File: src/common/imfl_pkg.sv
package imfl_pkg;

   ////////////////////////////////////////////////////////////////////////////
   // Register byte offsets
   localparam logic [7:0] MASK_OFF = 8'h00;
   localparam logic [7:0] GIE_OFF = 8'h04;
   localparam logic [7:0] PEND_OFF = 8'h08;
   localparam logic [7:0] CATCH_OFF = 8'h0c;
   localparam logic [7:0] FLAGS_OFF = 8'h10;
   localparam logic [7:0] CFG_CODE_OFF = 8'h14;
   localparam logic [7:0] HW_CODE_OFF = 8'h18;
   localparam logic [7:0] COMM_CODE_OFF = 8'h1c;
   localparam logic [7:0] CALC_CODE_OFF = 8'h20;

   ////////////////////////////////////////////////////////////////////////////
   // Field positions
   localparam int MASK_CNT_BIT = 9;
   localparam int MASK_BUSCHK_BIT = 10;
   localparam int MASK_CATCH_BIT = 11;
   localparam int GIE_SET_BIT = 0;
   localparam int GIE_CLR_BIT = 1;
   localparam int FLAG_CFG = 0;
   localparam int FLAG_HW = 1;
   localparam int FLAG_COMM = 2;
   localparam int FLAG_CALC = 3;
   localparam int FLAG_CALC_LATCH = 4;

   ////////////////////////////////////////////////////////////////////////////
   // Reset values and fixed codes
   localparam logic [11:0] MASK_RST = 12'h000;
   localparam logic [4:0] FLAGS_RST = 5'h00;
   localparam logic [4:0] FLAGS_RUN_CLR = 5'h0f;
   localparam logic [15:0] CODE_RST = 16'h0000;
   localparam logic [15:0] BUS_ERR_CODE = 16'h17d7;
   localparam logic [1:0] RESP_OKAY = 2'h0;
   localparam logic [1:0] RESP_SLVERR = 2'h2;

   // Address decode shared by the write and read paths
   function automatic logic reg_hit(input logic [7:0] addr);
      return (addr == MASK_OFF) || (addr == GIE_OFF) || (addr == PEND_OFF) ||
         (addr == CATCH_OFF) || (addr == FLAGS_OFF) || (addr == CFG_CODE_OFF) ||
         (addr == HW_CODE_OFF) || (addr == COMM_CODE_OFF) || (addr == CALC_CODE_OFF);
   endfunction : reg_hit

   // Expand byte strobes to a bit mask
   function automatic logic [31:0] strb_mask(input logic [3:0] strb);
      return {{8{strb[3]}}, {8{strb[2]}}, {8{strb[1]}}, {8{strb[0]}}};
   endfunction : strb_mask

endpackage : imfl_pkg

File: src/common/imfl_reg_if.sv
`timescale 1ns/1ns
interface imfl_reg_if;
   logic wr;
   logic [7:0] waddr;
   logic [31:0] wdata;
   logic [3:0] wstrb;
   logic rd;
   logic [7:0] raddr;
   logic [31:0] rdata;

   modport bus (output wr, output waddr, output wdata, output wstrb, output rd, output raddr,
      input rdata);
   modport core (input wr, input waddr, input wdata, input wstrb, input rd, input raddr,
      output rdata);
endinterface : imfl_reg_if

File: src/hdl/imfl_top.sv
// The address map and the AXI4-Lite interface to the registers were chosen for this implementation.
`timescale 1ns/1ns
// Function
// - Each of nine interrupt sources has a disable bit that blocks its handler.
// - A set disable bit beats the global enable.
// - With its disable bit clear, a request from a source is accepted.
// - An accepted interrupt starts its handler at once while globally enabled.
// - While globally disabled, accepted interrupts stay pending until re-enabled.
// - One counter disable bit blocks all six counter interrupt sources.
// - In catch mode, four latches set on rising edges of inputs 0 to 3.
// - Configuration fault raises its flag and records its code.
// - Communication fault raises its flag and records its detail code.
// - Latched operation error flag and code survive the live flag clearing.
// - Stop to run clears live flags but keeps the latched error and code.
// - With bus check enabled, a bus failure stores the fixed code and flag.
module imfl_top (
   // Clock and reset
   input wire logic aclk,
   input wire logic aresetn,
   // AXI4-Lite write
   input wire logic s_axi_awvalid,
   output logic s_axi_awready,
   input wire logic [7:0] s_axi_awaddr,
   input wire logic [2:0] s_axi_awprot,
   input wire logic s_axi_wvalid,
   output logic s_axi_wready,
   input wire logic [31:0] s_axi_wdata,
   input wire logic [3:0] s_axi_wstrb,
   output logic s_axi_bvalid,
   input wire logic s_axi_bready,
   output logic [1:0] s_axi_bresp,
   // AXI4-Lite read
   input wire logic s_axi_arvalid,
   output logic s_axi_arready,
   input wire logic [7:0] s_axi_araddr,
   input wire logic [2:0] s_axi_arprot,
   output logic s_axi_rvalid,
   input wire logic s_axi_rready,
   output logic [31:0] s_axi_rdata,
   output logic [1:0] s_axi_rresp,
   // Interrupt requests
   input wire logic [5:0] input_irq_req,
   input wire logic [2:0] timer_irq_req,
   input wire logic [5:0] counter_irq_req,
   // Pulse catch inputs
   input wire logic [3:0] edge_latch_in,
   // Operating mode and fault reports
   input wire logic run_mode,
   input wire logic io_config_fault,
   input wire logic [15:0] io_config_code,
   input wire logic comm_fault,
   input wire logic [15:0] comm_code,
   input wire logic calc_fault,
   input wire logic [15:0] calc_code,
   input wire logic bus_fault,
   // Handler starts
   output logic [8:0] handler_start_q,
   output logic [5:0] counter_start_q
);

   ////////////////////////////////////////////////////////////////////////////
   // Register bus
   imfl_reg_if rif ();

   imfl_axil_slave u_slave (
      .aclk(aclk),
      .aresetn(aresetn),
      .s_axi_awvalid(s_axi_awvalid),
      .s_axi_awready(s_axi_awready),
      .s_axi_awaddr(s_axi_awaddr),
      .s_axi_wvalid(s_axi_wvalid),
      .s_axi_wready(s_axi_wready),
      .s_axi_wdata(s_axi_wdata),
      .s_axi_wstrb(s_axi_wstrb),
      .s_axi_bvalid(s_axi_bvalid),
      .s_axi_bready(s_axi_bready),
      .s_axi_bresp(s_axi_bresp),
      .s_axi_arvalid(s_axi_arvalid),
      .s_axi_arready(s_axi_arready),
      .s_axi_araddr(s_axi_araddr),
      .s_axi_rvalid(s_axi_rvalid),
      .s_axi_rready(s_axi_rready),
      .s_axi_rdata(s_axi_rdata),
      .s_axi_rresp(s_axi_rresp),
      .rif(rif)
   );

   logic [11:0] mask_q;
   logic gie_q;
   logic [8:0] pend_q;
   logic [5:0] cnt_pend_q;
   logic [3:0] catch_q;
   logic [3:0] edge_prev_q;
   logic [4:0] flags_q;
   logic [15:0] io_config_fault_code, hw_fault_code, comm_fault_code, calc_fault_latched_code;
   logic run_prev_q;
   logic [31:0] wbits;
   logic wr_mask, wr_gie, wr_catch, wr_flags;
   logic [8:0] src_req, src_mask, src_acc;
   logic [5:0] cnt_acc;
   logic counter_irq_mask, bus_check_enable, catch_mode, to_run;
   logic [14:0] eligible, pick;
   logic [4:0] flag_set, flag_clr;

   // Lowest set bit wins the dispatch slot
   function automatic logic [14:0] lowest_one(input logic [14:0] x);
      return x & (~x + 15'h0001);
   endfunction : lowest_one

   ////////////////////////////////////////////////////////////////////////////
   // Write decode, byte strobes honoured
   assign wbits = rif.wdata & imfl_pkg::strb_mask(rif.wstrb);
   assign wr_mask = rif.wr && (rif.waddr == imfl_pkg::MASK_OFF);
   assign wr_gie = rif.wr && (rif.waddr == imfl_pkg::GIE_OFF);
   assign wr_catch = rif.wr && (rif.waddr == imfl_pkg::CATCH_OFF);
   assign wr_flags = rif.wr && (rif.waddr == imfl_pkg::FLAGS_OFF);

   // Mask register fields
   assign src_mask = mask_q[8:0];
   assign counter_irq_mask = mask_q[imfl_pkg::MASK_CNT_BIT];
   assign bus_check_enable = mask_q[imfl_pkg::MASK_BUSCHK_BIT];
   assign catch_mode = mask_q[imfl_pkg::MASK_CATCH_BIT];

   always_ff @(posedge aclk)
   begin
      if (!aresetn)
         mask_q <= imfl_pkg::MASK_RST;
      else if (wr_mask)
         mask_q <= wbits[11:0];
   end

   // Global enable, set by the enable command and cleared by the disable command
   always_ff @(posedge aclk)
   begin
      if (!aresetn)
         gie_q <= 1'b0;
      else if (wr_gie && wbits[imfl_pkg::GIE_CLR_BIT])
         gie_q <= 1'b0;
      else if (wr_gie && wbits[imfl_pkg::GIE_SET_BIT])
         gie_q <= 1'b1;
   end

   ////////////////////////////////////////////////////////////////////////////
   // Acceptance: masked requests are dropped, unmasked ones become pending
   assign src_req = {timer_irq_req, input_irq_req};
   assign src_acc = src_req & ~src_mask;
   assign cnt_acc = counter_irq_req & {6{!counter_irq_mask}};
   // Only unmasked pending sources may run, whatever the global enable says
   assign eligible = {cnt_pend_q & {6{!counter_irq_mask}}, pend_q & ~src_mask};
   assign pick = gie_q ? lowest_one(eligible) : 15'h0000;

   // Pending bits; a new request beats the clear of its own dispatch
   always_ff @(posedge aclk)
   begin
      if (!aresetn)
      begin
         pend_q <= 9'h000;
         cnt_pend_q <= 6'h00;
      end
      else
      begin
         pend_q <= (pend_q & ~pick[8:0]) | src_acc;
         cnt_pend_q <= (cnt_pend_q & ~pick[14:9]) | cnt_acc;
      end
   end

   // Handler start pulses, one source per cycle
   always_ff @(posedge aclk)
   begin
      if (!aresetn)
      begin
         handler_start_q <= 9'h000;
         counter_start_q <= 6'h00;
      end
      else
      begin
         handler_start_q <= pick[8:0];
         counter_start_q <= pick[14:9];
      end
   end

   ////////////////////////////////////////////////////////////////////////////
   // Pulse catch latches, cleared by writing ones
   always_ff @(posedge aclk)
   begin
      if (!aresetn)
         edge_prev_q <= 4'h0;
      else
         edge_prev_q <= edge_latch_in;
   end

   for (genvar i = 0; i < 4; i++)
   begin : g_catch
      always_ff @(posedge aclk)
      begin
         if (!aresetn)
            catch_q[i] <= 1'b0;
         else if (catch_mode && edge_latch_in[i] && !edge_prev_q[i])
            catch_q[i] <= 1'b1;
         else if (wr_catch && wbits[i])
            catch_q[i] <= 1'b0;
      end
   end

   ////////////////////////////////////////////////////////////////////////////
   // Error flags: events set, stop to run or software clears, set wins
   assign to_run = run_mode && !run_prev_q;
   assign flag_set = {calc_fault, calc_fault, comm_fault, bus_check_enable && bus_fault,
      io_config_fault};
   assign flag_clr = (wr_flags ? wbits[4:0] : 5'h00) |
      (to_run ? imfl_pkg::FLAGS_RUN_CLR : 5'h00);

   always_ff @(posedge aclk)
   begin
      if (!aresetn)
      begin
         run_prev_q <= 1'b0;
         flags_q <= imfl_pkg::FLAGS_RST;
      end
      else
      begin
         run_prev_q <= run_mode;
         flags_q <= flag_set | (flags_q & ~flag_clr);
      end
   end

   // Fault codes captured with their flags; the latched code outlives mode changes
   always_ff @(posedge aclk)
   begin
      if (!aresetn)
      begin
         io_config_fault_code <= imfl_pkg::CODE_RST;
         hw_fault_code <= imfl_pkg::CODE_RST;
         comm_fault_code <= imfl_pkg::CODE_RST;
         calc_fault_latched_code <= imfl_pkg::CODE_RST;
      end
      else
      begin
         if (io_config_fault)
            io_config_fault_code <= io_config_code;
         if (bus_check_enable && bus_fault)
            hw_fault_code <= imfl_pkg::BUS_ERR_CODE;
         if (comm_fault)
            comm_fault_code <= comm_code;
         if (calc_fault)
            calc_fault_latched_code <= calc_code;
      end
   end

   ////////////////////////////////////////////////////////////////////////////
   // Read mux
   always_comb
   begin
      rif.rdata = 32'h0000_0000;
      unique case (rif.raddr)
         imfl_pkg::MASK_OFF: rif.rdata = {20'h00000, mask_q};
         imfl_pkg::GIE_OFF: rif.rdata = {31'h0000_0000, gie_q};
         imfl_pkg::PEND_OFF: rif.rdata = {17'h00000, cnt_pend_q, pend_q};
         imfl_pkg::CATCH_OFF: rif.rdata = {28'h000_0000, catch_q};
         imfl_pkg::FLAGS_OFF: rif.rdata = {27'h000_0000, flags_q};
         imfl_pkg::CFG_CODE_OFF: rif.rdata = {16'h0000, io_config_fault_code};
         imfl_pkg::HW_CODE_OFF: rif.rdata = {16'h0000, hw_fault_code};
         imfl_pkg::COMM_CODE_OFF: rif.rdata = {16'h0000, comm_fault_code};
         imfl_pkg::CALC_CODE_OFF: rif.rdata = {16'h0000, calc_fault_latched_code};
         default: rif.rdata = 32'h0000_0000;
      endcase
   end

endmodule : imfl_top

File: src/hdl/imfl_axil_slave.sv
`timescale 1ns/1ns
module imfl_axil_slave (
   // Clock and reset
   input wire logic aclk,
   input wire logic aresetn,
   // Write address and data
   input wire logic s_axi_awvalid,
   output logic s_axi_awready,
   input wire logic [7:0] s_axi_awaddr,
   input wire logic s_axi_wvalid,
   output logic s_axi_wready,
   input wire logic [31:0] s_axi_wdata,
   input wire logic [3:0] s_axi_wstrb,
   // Write response
   output logic s_axi_bvalid,
   input wire logic s_axi_bready,
   output logic [1:0] s_axi_bresp,
   // Read address and data
   input wire logic s_axi_arvalid,
   output logic s_axi_arready,
   input wire logic [7:0] s_axi_araddr,
   output logic s_axi_rvalid,
   input wire logic s_axi_rready,
   output logic [31:0] s_axi_rdata,
   output logic [1:0] s_axi_rresp,
   // Register strobes toward the core
   imfl_reg_if.bus rif
);

   ////////////////////////////////////////////////////////////////////////////
   logic aw_hs, w_hs, ar_hs, have_aw_q, have_w_q, have_aw_d, have_w_d;
   logic do_wr, bvalid_d, rvalid_d;
   logic [7:0] awaddr_q;
   logic [31:0] wdata_q;
   logic [3:0] wstrb_q;

   // Handshakes and next states of the write and read sides
   assign aw_hs = s_axi_awvalid && s_axi_awready;
   assign w_hs = s_axi_wvalid && s_axi_wready;
   assign ar_hs = s_axi_arvalid && s_axi_arready;
   assign do_wr = have_aw_q && have_w_q && !s_axi_bvalid;
   assign have_aw_d = (have_aw_q && !do_wr) || aw_hs;
   assign have_w_d = (have_w_q && !do_wr) || w_hs;
   assign bvalid_d = do_wr || (s_axi_bvalid && !s_axi_bready);
   assign rvalid_d = ar_hs || (s_axi_rvalid && !s_axi_rready);

   // Strobes to the core; reads are decoded in the handshake cycle
   assign rif.wr = do_wr;
   assign rif.waddr = awaddr_q;
   assign rif.wdata = wdata_q;
   assign rif.wstrb = wstrb_q;
   assign rif.rd = ar_hs;
   assign rif.raddr = s_axi_araddr;

   // Write channel, address and data taken in either order
   always_ff @(posedge aclk)
   begin
      if (!aresetn)
      begin
         have_aw_q <= 1'b0;
         have_w_q <= 1'b0;
         s_axi_awready <= 1'b0;
         s_axi_wready <= 1'b0;
         s_axi_bvalid <= 1'b0;
         s_axi_bresp <= imfl_pkg::RESP_OKAY;
         awaddr_q <= 8'h00;
         wdata_q <= 32'h0000_0000;
         wstrb_q <= 4'h0;
      end
      else
      begin
         have_aw_q <= have_aw_d;
         have_w_q <= have_w_d;
         s_axi_awready <= !have_aw_d && !bvalid_d;
         s_axi_wready <= !have_w_d && !bvalid_d;
         s_axi_bvalid <= bvalid_d;
         if (aw_hs)
            awaddr_q <= s_axi_awaddr;
         if (w_hs)
         begin
            wdata_q <= s_axi_wdata;
            wstrb_q <= s_axi_wstrb;
         end
         if (do_wr)
            s_axi_bresp <= imfl_pkg::reg_hit(awaddr_q) ? imfl_pkg::RESP_OKAY :
               imfl_pkg::RESP_SLVERR;
      end
   end

   // Read channel, data captured at the address handshake
   always_ff @(posedge aclk)
   begin
      if (!aresetn)
      begin
         s_axi_arready <= 1'b0;
         s_axi_rvalid <= 1'b0;
         s_axi_rdata <= 32'h0000_0000;
         s_axi_rresp <= imfl_pkg::RESP_OKAY;
      end
      else
      begin
         s_axi_arready <= !rvalid_d;
         s_axi_rvalid <= rvalid_d;
         if (ar_hs)
         begin
            s_axi_rdata <= rif.rdata;
            s_axi_rresp <= imfl_pkg::reg_hit(s_axi_araddr) ? imfl_pkg::RESP_OKAY :
               imfl_pkg::RESP_SLVERR;
         end
      end
   end

endmodule : imfl_axil_slave

File: config.mk
export PLATFORM = sky130hd
export DESIGN_NAME = imfl_top
export DESIGN_NICKNAME = d
export VERILOG_FILES = /design/src/common/imfl_pkg.sv /design/src/common/imfl_reg_if.sv /design/src/hdl/imfl_top.sv /design/src/hdl/imfl_axil_slave.sv
export SDC_FILE = /design/constraint.sdc
export NUM_CORES = 1
export LEC_CHECK = 0
export ABC_AREA = 1
export BUFFER_PORTS_ARGS = -buffer_cell sky130_fd_sc_hd__buf_2
export CORE_MARGIN = 2
export CORE_UTILIZATION = 41
export DETAILED_ROUTE_END_ITERATION = 8
export GPL_ROUTABILITY_DRIVEN = 0
export GPL_TIMING_DRIVEN = 0
export PLACE_DENSITY = 0.68
export SLEW_MARGIN = 5
export SYNTH_ARGS = -nofsm -noshare
export SYNTH_HDL_FRONTEND = slang
export SYNTH_SLANG_ARGS = --single-unit
export TNS_END_PERCENT = 20
File: constraint.sdc
create_clock -name aclk -period 1.2 [get_ports aclk]
set_input_delay 0.06 -clock aclk [delete_from_list [all_inputs] [get_ports aclk]]
set_output_delay 0.06 -clock aclk [all_outputs]
set_load 0.03 [all_outputs]
==> results of run 1 <==
[final timing paths]
path | startpoint | cells past startpoint | slack (ns) | end
worst max-delay path | u_slave.rif.waddr[7] | 7 | -0.16 | mask_q[6]
worst max register to register | u_slave.rif.waddr[7] | 7 | -0.16 | mask_q[6]
worst min-delay path | io_config_fault | 4 | 0.04 | io_config_fault_code[9]
worst min register to register | calc_fault_latched_code[8] | 2 | 0.45 | calc_fault_latched_code[8]
[power by group]
part | internal, mW | switching, mW
Clock | 3.40 | 2.08
Sequential | 5.34 | 0.171
Combinational | 0.721 | 0.901
[worst max-delay path, cell delays in order (launching register included)]
cell and delay [ns]:
dfxtp_2 0.33, nor2_4 0.11, nand2_2 0.08, nor3_4 0.21
nand2_4 0.12, buf_8 0.17, a21oi_2 0.15, a211oi_2 0.04
[state kept, by name (all words and copies together), names as in the netlist, 5 cells and up]
register and flops:
cnt_pend_q 6, comm_fault_code 16, pend_q 9, u_slave.s_axi_rdata 16, io_config_fault_code 16, counter_start_q 6, flags_q 5, u_slave.rif.wdata 12
calc_fault_latched_code 16, u_slave.rif.waddr 8, handler_start_q 9, mask_q 12
[cell type report]
cell class	count	area share [%]
Clock buffer	22	4.81
Sequential cell	153	31.4
Antenna cell	1	0.0254
Clock inverter	9	1.24
Multi-Input combinational cell	636	33.0
Timing Repair Buffer	266	19.4
Tap cell	216	2.74
Inverter	80	3.16
Buffer	61	4.28
[layout by cell type, fill, tap and decap left out, drive strengths merged]
| cell type | instances |
|---|---|
| o21ai | 112 |
| o31ai | 2 |
| nand3b | 5 |
| dlygate4sd3 | 100 |
| dfxtp | 153 |
| a41oi | 1 |
| nand2 | 148 |
| o211ai | 1 |
| a211oi | 6 |
| clkinv | 7 |
| nand4 | 9 |
| nor2 | 172 |
| inv | 78 |
| clkbuf | 48 |
| diode | 1 |
| and3 | 1 |
| o22ai | 1 |
| buf | 201 |
| nand3 | 74 |
| bufinv | 3 |
| conb | 18 |
| nor3 | 10 |
| a21oi | 76 |
| clkinvlp | 1 |
[layer usage]
| layer | GRT usage, % | part of all wire, % | vias up |
|---|---|---|---|
| met5 | 0 | 0 | - |
| met4 | 12.7 | 3.9 | 0 |
| met3 | 5.57 | 5.4 | 62 |
| met2 | 42.4 | 48 | 238 |
| met1 | 29.8 | 43 | 3223 |
| li1 | - | - | 3547 |
[kinds of logic after synthesis]
family / synth area share (%)
AND/OR/NAND/NOR: 28.2
AO/OA/AOI/OAI: 15.9
flip-flops: 45.5
buffers and inverters: 10.5
other: 0.0556
[stage by stage]
step,cell area (um2),TNS (ns),power (mW),hold WS (ns)
final,9850,-2.73,12.6,0.0442
after global routing,9850,-6.13,13.1,0.0760
after CTS,9710,-3.06,12.6,0.0346
after detailed placement,7800,-10.71,6.81,0.264
after global placement,7800,-9.91,6.79,0.258
after floorplan,6810,-1.85,6.36,0.153
[repair_timing]
item / in CTS / in global routing
setup endpoints to repair: 68 / 70
hold buffers: 100 / 0
cloned: 1 / 0
pin swaps: 21 / 14
gates resized for setup: 73 / 46
setup buffers: 19 / 1
endpoints found under the hold margin: 102 / 0
==> impl_metrics.csv, run 1 <==
group,metric,value,unit
outcome,status,"finished with violations",
outcome,failed_checks,"negative setup slack",
cells_and_area,drive_above_1_share,28.9,%
job,drv_cap,0,
clock_network,root_buffer,"clkbuf_16",
logic_synthesis,synth_most_common_cell,"nor2_1",
timing,relSlewSlack,55.7,%
critical_path,crit_arrival,1.67,ns
timing,slew_violations,0,
logic_synthesis,synthFlopType,"dfxtp_1",
cells_and_area,final_cells,1444,
cells_and_area,area_growth,46.2,%
logic_synthesis,async_reset_ff_share,0,%
floorplanning,die_x,132,um
clock_network,cts_max_level,4,
logic_synthesis,ys_ff_latch,153,
pwr,p_leak,4.62,nW
drt,avgRoutedWirePerCell,15.2,um
logic_synthesis,ys_types,34,
floorplanning,die_area,0.0175,mm2
logic_synthesis,synth-edff-count,0,
global_route,grt_util_all_layers,25.0,%
clock_network,cts_tree,"done",
global_route,grt_max_degree,17,
drt,dr.pass1.iters,6,
timing,fin_skew,0.00827,ns
drt,drc,0,
clock_network,clk_pin_slew,0.06,ns
cells_and_area,nNetsFinal,1352,
drt,ant_nets,0,
critical_path,startpoint_type,"register",
cells_and_area,seqCellArea,0.00309,mm2
place,port_buffers,145,
place,dp_hpwl,15300,um
cells_and_area,n_fill_cell,1431,
floorplanning,die_h,132,um
critical_path,crit_path_end_kind,"register",
logic_synthesis,yosys-top-cells-count,"nor2_1 (162), dfxtp_1 (153), nand2_1 (135)",
logic_synthesis,syn_area_per_cell,7.38,um2
timing,layout_min_cycle_time,1.36,ns
pwr,ir_worst_vdd,1.02,mV
drt,drt_iter0_markers,559,
clock_network,cts_buffer_depth,2,
critical_path,crit_type,"reg2reg",
drt,routed_wl,21900,um
logic_synthesis,synth_area_leader_cell,"dfxtp_1",
timing,period_share,113,%
cells_and_area,fin_util,61.6,%
timing,fmax,737,MHz
floorplanning,ios,193,
timing,hold_violations,0,
place,dp_slack,-0.335,ns
logic_synthesis,syn_area,0.00674,mm2
global_route,grt_pass1_wl,34100,um
pwr,powerDensity,1280,mW/mm2
clock_network,clock_latency,0.44,ns
logic_synthesis,yosysWarnings,0,
clock_network,numClockSinks,153,
drt,vias_per_cell,4.90,
logic_synthesis,synthTopCellsByArea,"dfxtp_1 (45%), nor2_1 (9.0%), nand2_1 (7.5%)",
worst_hold_path,hold_path_class,"in2reg",
place,dp_cells,1291,
logic_synthesis,ys_seq_area_share,45.5,%
cells_and_area,multi_input_area,0.00325,mm2
floorplanning,core_area,0.0160,mm2
global_route,antenna_found_initial,1,
global_route,grt_overflow,0,
critical_path,cp.required,1.51,ns
global_route,grt_pass1_vias,6796,
timing,worst_pin_slew,0.665,ns
clock_network,numCtsBuffers,17,
timing,finalWorstSetupSlack,-0.157,ns
floorplanning,initial_utilization,42.1,%
floorplanning,rows,46,
timing,final-setup-viol-count,33,
logic_synthesis,netlist_instances,913,
drt,vias,7070,
timing,rsz0062_at_grt,"yes",
critical_path,critPathMaxFanout,10,
logic_synthesis,synth_top_area_share,45.5,%
Note: power is estimated with default switching activity, not from simulation.
==> inputs of run 2 (changes only) <==
ABC_AREA = not set   (was 1)
==> run 2 against run 1 <==
  * The flow finishes with violations (negative hold slack, negative setup slack)
  * Cell area up 0.36%
  * Register-to-register slack worse by 0.21 ns
  * Global-route usage up 0.14 points
  * Cell count down 13%
  * Core utilization up 0.89 points
  * Non-clock buffer count down 14
  * Critical path type unchanged
  * Critical endpoint is now gie_q
==> impl_metrics.csv, run 2 <==
group,metric,value,unit
global_route,grt_pass1_vias,6341,
clock_network,numCtsBuffers,17,
pwr,powerDensity,1270,mW/mm2
job,drv_cap,0,
logic_synthesis,synth_compound_area_share,13.6,%
timing,period_share,131,%
critical_path,crit_arrival,1.87,ns
logic_synthesis,ys_seq_area_share,46.4,%
timing,final-setup-viol-count,60,
place,port_buffers,141,
pwr,p_leak,4.12,nW
global_route,grt_overflow,0,
clock_network,cts_buffer_depth,2,
critical_path,startpoint_type,"register",
drt,drc,0,
cells_and_area,final_cells,1250,
pwr,ir_worst_vdd,0.994,mV
drt,routed_wl,21300,um
clock_network,clk_pin_slew,0.07,ns
timing,layout_min_cycle_time,1.57,ns
clock_network,root_buffer,"clkbuf_16",
logic_synthesis,syn_area_per_cell,8.98,um2
cells_and_area,finalInstanceArea,0.00989,mm2
timing,holdWs,-0.00913,ns
logic_synthesis,synth_top_area_share,46.4,%
drt,vias,6548,
critical_path,crit_type,"reg2reg",
place,dp_hpwl,14700,um
logic_synthesis,ys_ff_latch,153,
timing,slew_violations,0,
timing,hold_violations,2,
cells_and_area,layout_common_cells,"buf_2 (151), dfxtp_1 (127), nand2_1 (91), dlygate4sd3_1 (90), a21oi_1 (66)",
logic_synthesis,synth-edff-count,0,
drt,dr.pass1.iters,5,
timing,worst_pin_slew,0.821,ns
floorplanning,die_area,0.0171,mm2
logic_synthesis,ys_types,64,
global_route,grt_pass1_wl,32500,um
logic_synthesis,synth_fa_ha_area_share,0,%
critical_path,critPathMaxFanout,3,
place,dp_cells,1109,
timing,relSlewSlack,45.2,%
logic_synthesis,synthXorXnorAreaFrac,0,%
logic_synthesis,synth_most_common_cell,"dfxtp_1",
clock_network,clock_latency,0.44,ns
logic_synthesis,synth_area_leader_cell,"dfxtp_1",
place,dp_slack,-0.670,ns
logic_synthesis,synth_top_family_by_area,"simple AND/OR/NAND/NOR gates",
cells_and_area,drive_above_1_share,33.1,%
timing,finalWorstSetupSlack,-0.372,ns
global_route,antenna_found_initial,0,
outcome,status,"finished with violations",
place,place_area,0.00779,mm2
drt,ant_nets,0,
worst_hold_path,hold_path_class,"in2reg",
floorplanning,ios,193,
cells_and_area,antenna_cells,0,
timing,rsz0062_at_grt,"yes",
drt,drt_iter0_markers,553,
floorplanning,die_h,131,um
clock_network,cts_max_level,4,
cells_and_area,nNetsFinal,1158,
global_route,grt_max_degree,17,
logic_synthesis,synth-simple-area-share,22.3,%
logic_synthesis,netlist_instances,735,
clock_network,cts_tree,"done",
logic_synthesis,yosys-top-cells-count,"dfxtp_1 (153), nand2_1 (93), a21oi_1 (67)",
logic_synthesis,synthFlopType,"dfxtp_1",
floorplanning,die_x,131,um
clock_network,numClockSinks,153,
cells_and_area,area_growth,49.7,%
critical_path,crit_path_end_kind,"register",
critical_path,cp.required,1.50,ns
critical_path,rrSetupSlack,-0.37,ns
drt,avgRoutedWirePerCell,17.1,um
logic_synthesis,syn_area,0.00660,mm2
timing,fin_skew,0.00949,ns
logic_synthesis,async_reset_ff_share,0,%
logic_synthesis,synth_mux_area_share,11.7,%
outcome,failed_checks,"negative hold slack, negative setup slack",
logic_synthesis,yosysWarnings,0,
floorplanning,core_area,0.0158,mm2
floorplanning,initial_utilization,41.7,%
logic_synthesis,synthTopCellsByArea,"dfxtp_1 (46%), mux2i_1 (10%), nand2_1 (5.3%)",
drt,vias_per_cell,5.24,
cells_and_area,layout_commonest_cell,"buf_2",
timing,fmax,636,MHz
global_route,grt_util_all_layers,25.2,%
floorplanning,rows,46,
==> run 2: cell count changes after synthesis, moves of 10 or more <==
| cell | change |
|---|---|
| nor2b_1 | +10 |
| inv_1 | -58 |
| nand2b_1 | +23 |
| nor2_1 | -101 |
| nor4_1 | +10 |
| mux2i_1 | +66 |
| o21ai_0 | -82 |
| nand2_1 | -42 |
| nand3_1 | -55 |
==> run 2: worst max-delay path, stage by stage, from the launching register on <==
cell and delay (ns):
dfxtp_2 0.34, or4_4 0.55, nor4_4 0.33, buf_4 0.16
a211oi_1 0.05
==> run 2: what timing repair did <==
item / 4_1_cts / 5_1_grt
resized for setup: 87 / 40
endpoints found under the setup margin: 87 / 98
setup buffers: 13 / 4
endpoints found under the hold margin: 99 / 0
hold buffers: 90 / 0
gates cloned: 2 / 0
pin swaps: 24 / 20
==> run 2: cells by family after synthesis <==
family          after synthesis
buf+inv                      74
simple gates                286
flops                       153
compound gates              148
other cells                   1
mux                          73
==> run 2: worst paths after layout <==
kind              depth (start not counted)               startpoint                       to
hold reg to reg                           2  u_slave.s_axi_rdata[13]  u_slave.s_axi_rdata[13]
hold / removal                            3                  aresetn     u_slave.s_axi_wready
setup reg to reg                          4     u_slave.rif.waddr[0]                    gie_q
setup / recovery                          4     u_slave.rif.waddr[0]                    gie_q
==> run 2: report_power, final <==
part           switching, mW  leakage, nW  internal [mW]
Combinational          0.857         2.57          0.791
Sequential             0.197         1.27           5.29
Clock                   2.30        0.286           3.11
Total                   3.36         4.12           9.19
==> run 2: layer usage <==
metal / vias to the layer above / part of all wire (%) / track usage [%] / wire [um]
met5: - / 0 / 0 / 0
met4: 0 / 3.5 / 11.6 / 753
met3: 51 / 7.1 / 5.99 / 1520
met2: 264 / 47 / 41.0 / 9940
met1: 3063 / 43 / 31.6 / 9120
li1: 3170 / - / - / -
==> run 2: area by class of cell <==
type | instances | area (um2)
Buffer | 63 | 435
Clock buffer | 18 | 429
Clock inverter | 14 | 161
Fill cell | 1339 | 5940
Inverter | 11 | 41.3
Multi-Input combinational cell | 525 | 3650
Sequential cell | 153 | 3110
Tap cell | 216 | 270
Timing Repair Buffer | 250 | 1790
==> run 2: per-stage QoR <==
| step | utilization (%) | setup TNS [ns] | hold WS, ns | power (mW) |
|---|---|---|---|---|
| global route | 62.5 | -16.17 | 0.00444 | 13.0 |
| CTS | 61.5 | -10.80 | -0.0147 | 12.5 |
| global placement | 49.2 | -43.90 | 0.283 | 6.79 |
| finish | 62.5 | -11.26 | -0.00913 | 12.5 |
| detailed placement | 49.2 | -45.36 | 0.295 | 6.81 |
| floorplan | - | -9.75 | 0.182 | 6.35 |
==> inputs of run 3 (changes only) <==
CORE_ASPECT_RATIO = 0.9   (was not set)
PLACE_DENSITY = 0.66   (was 0.68)
clock period = 1.6 ns   (was 1.2 ns; I/O delays follow)
==> run 3 against run 2 <==
  * Sequential share of layout area grew 1.1 points
  * The run ends with negative setup slack left
  * Critical path depth is the same
  * Global-route usage decreased by 0.85 points
  * Cell area is 4.6% lower
  * First-iteration DRC count shrank 16%
  * Largest power group is now clock
==> impl_metrics.csv, run 3 (synthesis results as in run 2) <==
group,metric,value,unit
timing,rsz0062_at_grt,"yes",
clock_network,clk_pin_slew,0.06,ns
clock_network,numClockSinks,153,
pwr,pwr-share-seq,43.2,%
drt,dr.pass1.iters,5,
cells_and_area,layout_common_cells,"buf_2 (151), dfxtp_1 (147), nand2_1 (93), dlygate4sd3_1 (91), a21oi_1 (67)",
global_route,antenna_found_initial,0,
drt,drc,0,
global_route,grt_pass1_wl,31500,um
drt,routed_wl,20500,um
pwr,pwr-share-comb,12.1,%
timing,layout_min_cycle_time,1.61,ns
clock_network,cts_buffer_depth,2,
floorplanning,core_area,0.0160,mm2
global_route,grt_overflow,0,
timing,slew_violations,0,
cells_and_area,layout_commonest_cell,"buf_2",
timing,hold_violations,0,
place,port_buffers,141,
drt,ant_nets,0,
pwr,ir_worst_vdd,0.834,mV
floorplanning,die_x,138,um
drt,vias,6349,
drt,avgRoutedWirePerCell,16.7,um
cells_and_area,finalInstanceArea,0.00943,mm2
cells_and_area,antenna_cells,0,
job,drv_cap,0,
pwr,p_leak,3.96,nW
timing,finalSetupTns,-0.0113,ns
timing,finalWorstSetupSlack,-0.0113,ns
worst_hold_path,hold_path_class,"in2reg",
timing,period_share,101,%
outcome,status,"finished with violations",
global_route,grt_pass1_vias,5806,
clock_network,numCtsBuffers,17,
floorplanning,die_area,0.0171,mm2
critical_path,crit_arrival,1.96,ns
pwr,p_int,7.18,mW
clock_network,root_buffer,"clkbuf_16",
clock_network,clock_latency,0.44,ns
timing,final-setup-viol-count,1,
clock_network,cts_max_level,4,
clock_network,cts_tree,"done",
cells_and_area,area_growth,42.8,%
cells_and_area,nNetsFinal,1145,
drt,vias_per_cell,5.17,
critical_path,crit_type,"reg2reg",
pwr,netSwitchingPower,2.33,mW
critical_path,crit_path_end_kind,"register",
global_route,grt_util_all_layers,24.3,%
cells_and_area,drive_above_1_share,25.7,%
floorplanning,rows,44,
pwr,report.power.total,9.51,mW
timing,fmax,621,MHz
place,place_area,0.00763,mm2
floorplanning,initial_utilization,41.4,%
global_route,grt_max_degree,17,
floorplanning,ios,193,
drt,drt_iter0_markers,466,
timing,relSlewSlack,47.3,%
timing,fin_skew,0.0149,ns
pwr,powerDensity,1010,mW/mm2
critical_path,critPathMaxFanout,3,
outcome,failed_checks,"negative setup slack",
pwr,pwr-share-clk,44.7,%
place,dp_hpwl,14300,um
critical_path,cp.required,1.95,ns
pwr,p_sw_share,24.5,%
critical_path,startpoint_type,"register",
floorplanning,die_h,124,um
timing,worst_pin_slew,0.791,ns
## run 3: area by class of cell
class,count,area (um2)
buffer,62,362
tap,207,259
clock inverter,10,139
timing repair buffer,238,1660
multi-input combinational,525,3400
fill,1436,6540
sequential,153,3070
inverter,11,41.3
clock buffer,22,494
## run 3: critical path: stages, from the launching register on
cell      delay, ns
dfxtp_1        0.34
or4_4          0.57
nor4_4         0.31
a21oi_1        0.11
a211oi_1       0.20
## run 3: power groups by stage
stage / Combinational [mW] / Clock (mW) / Sequential [mW]
finish: 1.15 / 4.25 / 4.11
floorplan: 0.583 / 0 / 4.16
CTS: 1.12 / 4.30 / 4.10
global placement: 0.902 / 0 / 4.17
global route: 1.25 / 4.50 / 4.12
detailed placement: 0.909 / 0 / 4.17
## run 3: timing repair
item	in CTS	in global routing
hold buffers	91	0
endpoints found under the hold margin	96	0
setup buffers	4	2
resized for setup	28	15
endpoints found under the setup margin	36	41
pin swaps	1	4
## run 3: metal layers
layer | routed length (um) | vias to the layer above | GRT usage, %
met2 | 9410 | 235 | 37.1
met5 | 0 | - | 0
li1 | - | 3125 | -
met3 | 1260 | 23 | 4.84
met4 | 373 | 0 | 8.64
met1 | 9440 | 2966 | 34.1
## run 3: worst paths after layout
kind | from | end | slack [ns] | cells past startpoint
worst min-delay path | s_axi_araddr[7] | u_slave.s_axi_rdata[4] | 0.03 | 4
worst max register to register | u_slave.rif.waddr[0] | gie_q | -0.01 | 4
worst min register to register | u_slave.s_axi_rdata[13] | u_slave.s_axi_rdata[13] | 0.45 | 2
worst max-delay path | u_slave.rif.waddr[0] | gie_q | -0.01 | 4
## run 3: stage by stage
stage               cells  util [%]  worst slack [ns]  hold slack [ns]
detailed placement   1100      47.8            -0.267            0.312
finish               1228      59.1           -0.0113           0.0295
global placement     1100      47.8            -0.259            0.307
global route         1228      59.1           -0.0709           0.0283
floorplan             752         -            0.0223            0.202
CTS                  1226      58.7           -0.0189          0.00455
